===== src/rtl/adc_ctrl_pkg.sv =====
// package for the converter control block: types, widths, timing counts
package adc_ctrl_pkg;
  localparam int unsigned CHAN_W = 5;
  localparam logic [4:0] CHAN_NONE = 5'h1f;
  localparam int unsigned RES_W = 10;
  localparam int unsigned LO_W = 8;
  localparam int unsigned HI_W = 2;
  localparam int unsigned DIV_W = 2;
  localparam int unsigned CNT_W = 8;
  localparam logic [7:0] SHORT_SAMPLE_CYC = 8'h03;
  localparam logic [7:0] LONG_SAMPLE_CYC = 8'h17;
  localparam logic [9:0] RESULT_RESET = 10'h000;
  localparam logic [1:0] COMPARE_RESET = 2'h0;

  // configuration register fields
  typedef struct packed {
    logic low_power_select;
    logic [DIV_W-1:0] clock_divide;
    logic long_sample_select;
    logic mode_ten_bit;
    logic async_conv_clock;
  } converter_config_s;

  // status control two fields
  typedef struct packed {
    logic compare_enable;
    logic compare_greater;
    logic continuous_select;
  } status_control_two_s;

  // register write strobes, one-cycle pulses
  typedef struct packed {
    logic sc1;
    logic sc2;
    logic cfg;
    logic cvh;
    logic cvl;
  } write_strobe_s;

  typedef enum logic [1:0] {
    ST_IDLE = 2'b00,
    ST_SAMPLE = 2'b01,
    ST_APPROX = 2'b11,
    ST_DONE = 2'b10
  } conv_state_e;
endpackage : adc_ctrl_pkg


===== src/rtl/adc_conversion_control.sv =====
// control logic of a successive-approximation converter
// Behaviour
// - 10-bit compare: upper two compare bits checked against result bits 9:8.
// - 8-bit mode ignores the compare-value-high register.
// - compare-value-low checked against low eight result bits in both modes.
// - result move into result registers sets the complete flag.
// - interrupt request when complete flag sets with irq enable high.
// - 10-bit: high read, low unread blocks transfer, flag stays clear.
// - single conversion, compare false: blocking ignored, converter stops.
// - other blocked cases start another conversion.
// - status-control-one write aborts, restarts unless channel all ones.
// - writes to control two, config or compare values abort conversion.
// - reset aborts and restores result registers.
// - stop entry aborts when async conversion clock is disabled.
// - other aborts leave result registers unchanged.
// - idle until started; async clock generator enabled at start.
// - low-power select puts active converter in reduced power.
// - sampling starts on activation; long-sample select picks duration.
// - after sampling, channel disconnected and approximation runs.
// - config selects mode, clock source, divide, low power, long sample.
`timescale 1ns/1ps
module adc_conversion_control #(
  parameter int unsigned RES_BITS = adc_ctrl_pkg::RES_W
) (
  input wire logic clk_in,
  input wire logic rst_n_in,
  input wire adc_ctrl_pkg::write_strobe_s wr_in,
  input wire logic [adc_ctrl_pkg::CHAN_W-1:0] channel_select_in,
  input wire logic complete_irq_enable_in,
  input wire adc_ctrl_pkg::status_control_two_s sc2_in,
  input wire adc_ctrl_pkg::converter_config_s converter_config_in,
  input wire logic [adc_ctrl_pkg::HI_W-1:0] compare_value_high_in,
  input wire logic [adc_ctrl_pkg::LO_W-1:0] compare_value_low_in,
  input wire logic read_result_high_in,
  input wire logic read_result_low_in,
  input wire logic stop_entry_in,
  input wire logic comparator_in,
  output logic [adc_ctrl_pkg::HI_W-1:0] result_high_out,
  output logic [adc_ctrl_pkg::LO_W-1:0] result_low_out,
  output logic conversion_complete_flag_out,
  output logic irq_out,
  output logic busy_out,
  output logic sample_connect_out,
  output logic async_clock_enable_out,
  output logic low_power_out,
  output logic [adc_ctrl_pkg::DIV_W-1:0] clock_divide_out,
  output logic [RES_BITS-1:0] dac_trial_out
);
  import adc_ctrl_pkg::*;

  // sequencer and sample timer
  conv_state_e state_ff;
  conv_state_e nxt_state;
  logic [CNT_W-1:0] count_ff;
  logic [CNT_W-1:0] sample_len;
  logic load_sample;

  // approximation datapath
  logic [RES_BITS-1:0] sar_ff;
  logic [RES_BITS-1:0] nxt_sar;
  logic [RES_BITS-1:0] bit_ff;
  logic [RES_BITS-1:0] nxt_bit;

  // result, flag and blocking state
  logic [HI_W-1:0] result_hi_ff;
  logic [LO_W-1:0] result_lo_ff;
  logic conversion_complete_flag_ff;
  logic irq_ff;
  logic block_ff;

  // write decode, compare and transfer decisions
  logic restart;
  logic abort_mode;
  logic abort_stop;
  logic abort_any;
  logic cmp_ge;
  logic cmp_lt;
  logic cmp_true;
  logic blocked;
  logic transfer;
  logic flag_set;
  logic irq_set;
  logic rerun;
  logic [RES_W-1:0] conv_val;
  logic [RES_W-1:0] cmp_val;

  // mode-change writes: the running result would be stale
  assign abort_mode = wr_in.sc2 | wr_in.cfg | wr_in.cvh | wr_in.cvl;
  // stop only kills the run when the conversion clock is not the async one
  assign abort_stop = stop_entry_in & ~converter_config_in.async_conv_clock;
  // any write that changes the operating mode kills the conversion
  assign abort_any = wr_in.sc1 | abort_mode | abort_stop;
  assign restart = wr_in.sc1 & (channel_select_in != CHAN_NONE);

  // 8-bit results sit in the low byte
  always_comb begin
    conv_val = RES_W'(sar_ff);
    if (!converter_config_in.mode_ten_bit) begin
      conv_val = {{HI_W{1'b0}}, sar_ff[RES_BITS-1 -: LO_W]};
    end
  end

  // compare value: high bits only count in 10-bit mode
  always_comb begin
    cmp_val = {compare_value_high_in, compare_value_low_in};
    if (!converter_config_in.mode_ten_bit) begin
      cmp_val = {{HI_W{1'b0}}, compare_value_low_in};
    end
  end

  // both senses worked out; the greater bit only picks between them
  assign cmp_ge = (conv_val >= cmp_val);
  assign cmp_lt = (conv_val < cmp_val);

  // compare off means every result counts as a match
  always_comb begin
    cmp_true = 1'b1;
    if (sc2_in.compare_enable) begin
      cmp_true = sc2_in.compare_greater ? cmp_ge : cmp_lt;
    end
  end

  // result move decision at end of approximation
  assign blocked = block_ff & converter_config_in.mode_ten_bit;
  assign transfer = (state_ff == ST_DONE) & cmp_true & ~blocked;
  // a transfer in the same cycle as an abort is dropped with the conversion
  assign flag_set = transfer & ~abort_any;
  assign irq_set = flag_set & complete_irq_enable_in;

  // end of approximation: decide whether the converter goes round again
  always_comb begin
    rerun = 1'b0;
    if (state_ff == ST_DONE) begin
      if (blocked) begin
        // a blocked result reruns, except single compare-false which stops
        rerun = sc2_in.continuous_select | ~sc2_in.compare_enable | cmp_true;
      end else begin
        // continuous mode goes again after every result, matched or not
        rerun = sc2_in.continuous_select;
      end
    end
  end

  // sequencer: idle, sample, approximate, done
  always_comb begin
    nxt_state = state_ff;
    case (state_ff)
      ST_IDLE: begin
        // leaving idle only happens through the write path below
        nxt_state = ST_IDLE;
      end
      ST_SAMPLE: begin
        // hold the channel until the timer runs out
        if (count_ff == '0) begin
          nxt_state = ST_APPROX;
        end
      end
      ST_APPROX: begin
        // last bit weighed in this cycle
        if (bit_ff[0]) begin
          nxt_state = ST_DONE;
        end
      end
      ST_DONE: begin
        nxt_state = rerun ? ST_SAMPLE : ST_IDLE;
      end
      default: begin
        nxt_state = ST_IDLE;
      end
    endcase
    if (abort_any) begin
      nxt_state = restart ? ST_SAMPLE : ST_IDLE;
    end
  end

  // state register, reset aborts any run
  always_ff @(posedge clk_in) begin
    if (!rst_n_in) begin
      state_ff <= ST_IDLE;
    end else begin
      state_ff <= nxt_state;
    end
  end

  // sample length picked at each load, short or long
  assign sample_len = converter_config_in.long_sample_select ? CNT_W'(LONG_SAMPLE_CYC)
                                                             : CNT_W'(SHORT_SAMPLE_CYC);
  // a restart during sampling must reload, not carry on with the old count
  assign load_sample = (nxt_state == ST_SAMPLE) & ((state_ff != ST_SAMPLE) | abort_any);

  // sample timer loaded on each entry to sampling
  always_ff @(posedge clk_in) begin
    if (!rst_n_in) begin
      count_ff <= '0;
    end else if (load_sample) begin
      count_ff <= sample_len;
    end else if (state_ff == ST_SAMPLE && count_ff != '0) begin
      count_ff <= count_ff - CNT_W'(1);
    end
  end

  // next trial; the analog side gets it in the same cycle as the register,
  // so the comparator always answers for the trial being held
  always_comb begin
    nxt_sar = sar_ff;
    nxt_bit = bit_ff;
    if (state_ff == ST_SAMPLE) begin
      nxt_sar = {1'b1, {(RES_BITS-1){1'b0}}};
      nxt_bit = {1'b1, {(RES_BITS-1){1'b0}}};
    end else if (state_ff == ST_APPROX) begin
      // comparator high means input below trial, so drop the bit
      nxt_sar = (comparator_in ? (sar_ff & ~bit_ff) : sar_ff) | (bit_ff >> 1);
      nxt_bit = bit_ff >> 1;
    end
  end

  // successive approximation: one bit per cycle, msb first
  always_ff @(posedge clk_in) begin
    if (!rst_n_in) begin
      sar_ff <= '0;
      bit_ff <= '0;
    end else begin
      sar_ff <= nxt_sar;
      bit_ff <= nxt_bit;
    end
  end

  // result high bits only change on a good transfer or reset
  always_ff @(posedge clk_in) begin
    if (!rst_n_in) begin
      result_hi_ff <= RESULT_RESET[RES_W-1 -: HI_W];
    end else if (flag_set) begin
      result_hi_ff <= conv_val[RES_W-1 -: HI_W];
    end
  end

  // low byte kept apart so each half is its own register
  always_ff @(posedge clk_in) begin
    if (!rst_n_in) begin
      result_lo_ff <= RESULT_RESET[LO_W-1:0];
    end else if (flag_set) begin
      result_lo_ff <= conv_val[LO_W-1:0];
    end
  end

  // high read arms blocking until the low byte is read
  always_ff @(posedge clk_in) begin
    if (!rst_n_in) begin
      block_ff <= 1'b0;
    end else if (read_result_low_in) begin
      block_ff <= 1'b0;
    end else if (read_result_high_in) begin
      block_ff <= 1'b1;
    end
  end

  // complete flag: set wins over the clear from a low read; an sc1 write masks the set and clears
  always_ff @(posedge clk_in) begin
    if (!rst_n_in) begin
      conversion_complete_flag_ff <= 1'b0;
    end else if (flag_set) begin
      conversion_complete_flag_ff <= 1'b1;
    end else if (wr_in.sc1 || read_result_low_in) begin
      conversion_complete_flag_ff <= 1'b0;
    end
  end

  // interrupt request follows flag, set only with enable high and cleared whenever enable is low
  always_ff @(posedge clk_in) begin
    if (!rst_n_in) begin
      irq_ff <= 1'b0;
    end else if (irq_set) begin
      irq_ff <= 1'b1;
    end else if (wr_in.sc1 || read_result_low_in || !complete_irq_enable_in) begin
      irq_ff <= 1'b0;
    end
  end

  // busy while anything but idle is coming; registered so the pin is clean
  always_ff @(posedge clk_in) begin
    if (!rst_n_in) begin
      busy_out <= 1'b0;
    end else begin
      busy_out <= (nxt_state != ST_IDLE);
    end
  end

  // input switch closed only while sampling
  always_ff @(posedge clk_in) begin
    if (!rst_n_in) begin
      sample_connect_out <= 1'b0;
    end else begin
      sample_connect_out <= (nxt_state == ST_SAMPLE);
    end
  end

  // async clock generator runs only for an active conversion
  always_ff @(posedge clk_in) begin
    if (!rst_n_in) begin
      async_clock_enable_out <= 1'b0;
    end else begin
      async_clock_enable_out <= (nxt_state != ST_IDLE)
                                & converter_config_in.async_conv_clock;
    end
  end

  // reduced power only matters while the converter is active
  always_ff @(posedge clk_in) begin
    if (!rst_n_in) begin
      low_power_out <= 1'b0;
    end else begin
      low_power_out <= (nxt_state != ST_IDLE)
                       & converter_config_in.low_power_select;
    end
  end

  // divide ratio passed on; the clock itself is made outside
  always_ff @(posedge clk_in) begin
    if (!rst_n_in) begin
      clock_divide_out <= '0;
    end else begin
      clock_divide_out <= converter_config_in.clock_divide;
    end
  end

  // trial value to the analog side, in step with the sar register
  always_ff @(posedge clk_in) begin
    if (!rst_n_in) begin
      dac_trial_out <= '0;
    end else begin
      dac_trial_out <= nxt_sar;
    end
  end

  // result bytes and status straight off their registers
  assign result_high_out = result_hi_ff;
  assign result_low_out = result_lo_ff;
  assign conversion_complete_flag_out = conversion_complete_flag_ff;
  assign irq_out = irq_ff;
endmodule : adc_conversion_control


===== config.mk =====
export PLATFORM = sky130hd
export DESIGN_NAME = adc_conversion_control
export DESIGN_NICKNAME = d
export VERILOG_FILES = /design/src/rtl/adc_ctrl_pkg.sv /design/src/rtl/adc_conversion_control.sv
export SDC_FILE = /design/constraint.sdc
export NUM_CORES = 1
export LEC_CHECK = 0
export ABC_AREA = 1
export BUFFER_PORTS_ARGS = -buffer_cell sky130_fd_sc_hd__buf_2
export CELL_PAD_IN_SITES_DETAIL_PLACEMENT = 1
export CELL_PAD_IN_SITES_GLOBAL_PLACEMENT = 1
export CORE_ASPECT_RATIO = 1.2
export CORE_MARGIN = 1
export CORE_UTILIZATION = 40
export CTS_CLUSTER_DIAMETER = 120
export CTS_CLUSTER_SIZE = 8
export DETAILED_ROUTE_END_ITERATION = 7
export GPL_ROUTABILITY_DRIVEN = 0
export PLACE_DENSITY = 0.85
export SYNTH_ARGS = -nofsm -noshare
export SYNTH_HDL_FRONTEND = slang
export SYNTH_SLANG_ARGS = --single-unit

===== constraint.sdc =====
create_clock -name clk_in -period 6.8 [get_ports clk_in]
set_clock_uncertainty 0.15 [all_clocks]
set_input_delay 0.68 -clock clk_in [delete_from_list [all_inputs] [get_ports clk_in]]
set_output_delay 0.68 -clock clk_in [all_outputs]
set_load 0.01 [all_outputs]

==> results.sh <==
export IMPL_gr_total_overflow=0
export IMPL_grt_pass1_vias=2382
export IMPL_rr_startpoint="dac_trial_out[9]"
export IMPL_min_period_ns=2.85
export IMPL_num_vias=2316
export IMPL_grtUsageTotal_pct=22.6
export IMPL_final_common_cell="nand2_1"
export IMPL_grt_pass1_wl_um=11000
export IMPL_cts_sinks=49
export IMPL_cts_hold_fix_buffers=0
export IMPL_die_area_mm2=0.00636
export IMPL_post_cts_buffers=0
export IMPL_synth_area_mm2=0.00242
export IMPL_dr_pass1_iters=4
export IMPL_die_x_um=73.0
export IMPL_power_share_sequential_pct=50.5
export IMPL_wirelength_um=6680
export IMPL_numCtsBuffers=5
export IMPL_drt_iter0_markers=86
export IMPL_p_int_mw=0.433
export IMPL_power_leakage_nw=1.40
export IMPL_finalNetCount=441
export IMPL_antenna_left=0
export IMPL_rsz0062_at_grt="false"
export IMPL_worst_pin_slew_ns=0.573
export IMPL_hold_path_class="reg -> reg"
export IMPL_crit_start="converter_config_in[1]"
export IMPL_rows=30
export IMPL_cts_buffer_depth=2
export IMPL_worst_path_max_fanout=19
export IMPL_io_pin_count=64
export IMPL_path_class="in -> reg"
export IMPL_core_region_area_mm2=0.00574
export IMPL_avgSynthCellArea_um2=7.28
export IMPL_n_antenna_cell=0
export IMPL_area_growth_syn_to_layout_pct=20.0
export IMPL_crit_path_start_kind="primary input"
export IMPL_power_total_mw=0.589
export IMPL_clk_pin_slew_ns=0.10
export IMPL_tritoncts="yes"
export IMPL_synth_cell_types=31
export IMPL_relSlewSlack_pct=61.7
export IMPL_drc_errors=0
export IMPL_syn_inst=332
export IMPL_h_tree_depth=2
export IMPL_cp_data_required_time_ns=6.87
export IMPL_die_h_um=87.2
export IMPL_ir_drop_mv=0.0979
export IMPL_p_switching_mw=0.157
export IMPL_antenna_found_initial=0
export IMPL_powerDensity_mw_per_mm2=203
export IMPL_fin_crit_sh_pct=41.9
export IMPL_fmax_ghz=0.351
export IMPL_synth_warnings=0
export IMPL_setup_violations=0
export IMPL_cap_violations=0
export IMPL_io_buffers=63
export IMPL_wire_per_inst_um=14.1
export IMPL_swShare_pct=26.6
export IMPL_fin_setup_tns_ns=0
export IMPL_ctsResizeCount=0
export IMPL_syn_nets=380
export IMPL_arrival_ns=2.92
export IMPL_maxSlewViolCount=0
export IMPL_end_kind="flip-flop"
export IMPL_dpl_hpwl_um=5220
export IMPL_via_per_inst=4.89
export IMPL_pwr_share_clk_pct=36.2
export IMPL_drive_gt1_share_pct=22.6
export IMPL_yosys_register_bits=49
export IMPL_ys_seq_area_share_pct=40.6
export IMPL_initial_core_util_pct=42.1
export IMPL_root_buffer="clkbuf_8"
export IMPL_grt_max_degree=20
export IMPL_combPwrFrac_pct=13.3
export IMPL_clock_latency_ns=0.31
export IMPL_status="finished, final reports clean"
export IMPL_final_cell_mix="nand2_1, buf_2, dfxtp_1"
export IMPL_hold_viol=0
export IMPL_hp_start="irq_out"
-- Yosys cell counts, drive strengths merged --
library cell / number / area (um2)
a21oi: 35 / 175
o211ai: 1 / 7.51
nor4: 3 / 40.0
o21ai: 27 / 135
clkbuf: 4 / 15.0
ha: 12 / 150
a211oi: 1 / 7.51
mux2i: 1 / 10.0
nor2: 44 / 180
nor3: 1 / 5.00
clkinv: 1 / 3.75
mux2: 1 / 11.3
buf: 5 / 32.5
nand2: 77 / 319
dfxtp: 49 / 981
or3: 1 / 6.26
xor2: 7 / 61.3
inv: 43 / 161
nand3b: 2 / 15.0
nand3: 17 / 100
-- worst max-delay path: stages --
cell and delay [ns]:
buf_2 0.27, mux2_2 0.41, ha_1 0.28, nand2_1 0.12, nor2_4 0.05, nand2_1 0.07
nor2_2 0.03, nor2_1 0.12, nand3_2 0.09, nand3_2 0.09, nand3_2 0.07, nand2_2 0.08
nand2_4 0.06, nand2_4 0.09, nand2_4 0.11, nand2_1 0.09, nand2_1 0.05, nor2_1 0.09
nor2_1 0.04
-- per-layer routing --
layer,vias to the layer above,GRT usage [%],wire length (um)
met4,0,5.88,72
met2,36,43.0,3610
met5,-,0,0
met1,1098,25.4,2790
met3,5,4.17,210
li1,1177,-,-
-- power groups by stage --
stage	combinational, mW	sequential (mW)	clock, mW
after floorplan	0.0514	0.304	0
after global placement	0.0743	0.304	0
after detailed placement	0.0773	0.305	0
after CTS	0.0790	0.298	0.221
after global routing	0.0881	0.299	0.228
final	0.0782	0.298	0.213
-- flip-flops by register name (all words and copies together), names as in the netlist --
name                          count
async_clock_enable_out            1
bit_ff                           10
block_ff                          1
busy_out                          1
clock_divide_out                  2
conversion_complete_flag_out      1
count_ff                          8
dac_trial_out                    10
irq_out                           1
low_power_out                     1
result_high_out                   2
result_low_out                    8
sample_connect_out                1
state_ff                          2
-- area by class of cell --
type | count | area [um2]
clock buffer | 5 | 68.8
inverter | 44 | 165
tap | 80 | 100
fill | 782 | 2840
timing repair buffer | 63 | 315
clock inverter | 3 | 46.3
sequential | 49 | 981
multi-input combinational | 230 | 1220
-- stage by stage --
stage	util, %	hold slack (ns)	cells	worst slack [ns]	cell area (um2)
6_report	50.5	0.316	474	3.95	2900
5_1_grt	50.5	0.328	474	3.76	2900
4_1_cts	50.5	0.319	474	3.97	2900
3_5_place_dp	48.5	0.304	466	3.66	2790
3_3_place_gp	48.5	0.295	466	3.81	2790
2_1_floorplan	-	0.295	332	3.89	2420
-- worst paths after layout --
check	to	slack, ns	depth (start not counted)
min	irq_out	0.32	2
max reg2reg	count_ff[4]	4.23	19
min reg2reg	irq_out	0.32	2
max	count_ff[4]	3.95	19
-- kinds of logic after synthesis --
group                      synth area share (%)
and+or+nand+nor                            27.5
DFF                                        40.6
AOI/OAI and AO/OA                          13.5
adders and majority gates                  6.21
xor gates and xnor gates                   2.54
buffers and inverters                      8.80
muxes                                     0.880
No activity file was read; power rests on OpenSTA's default activity.
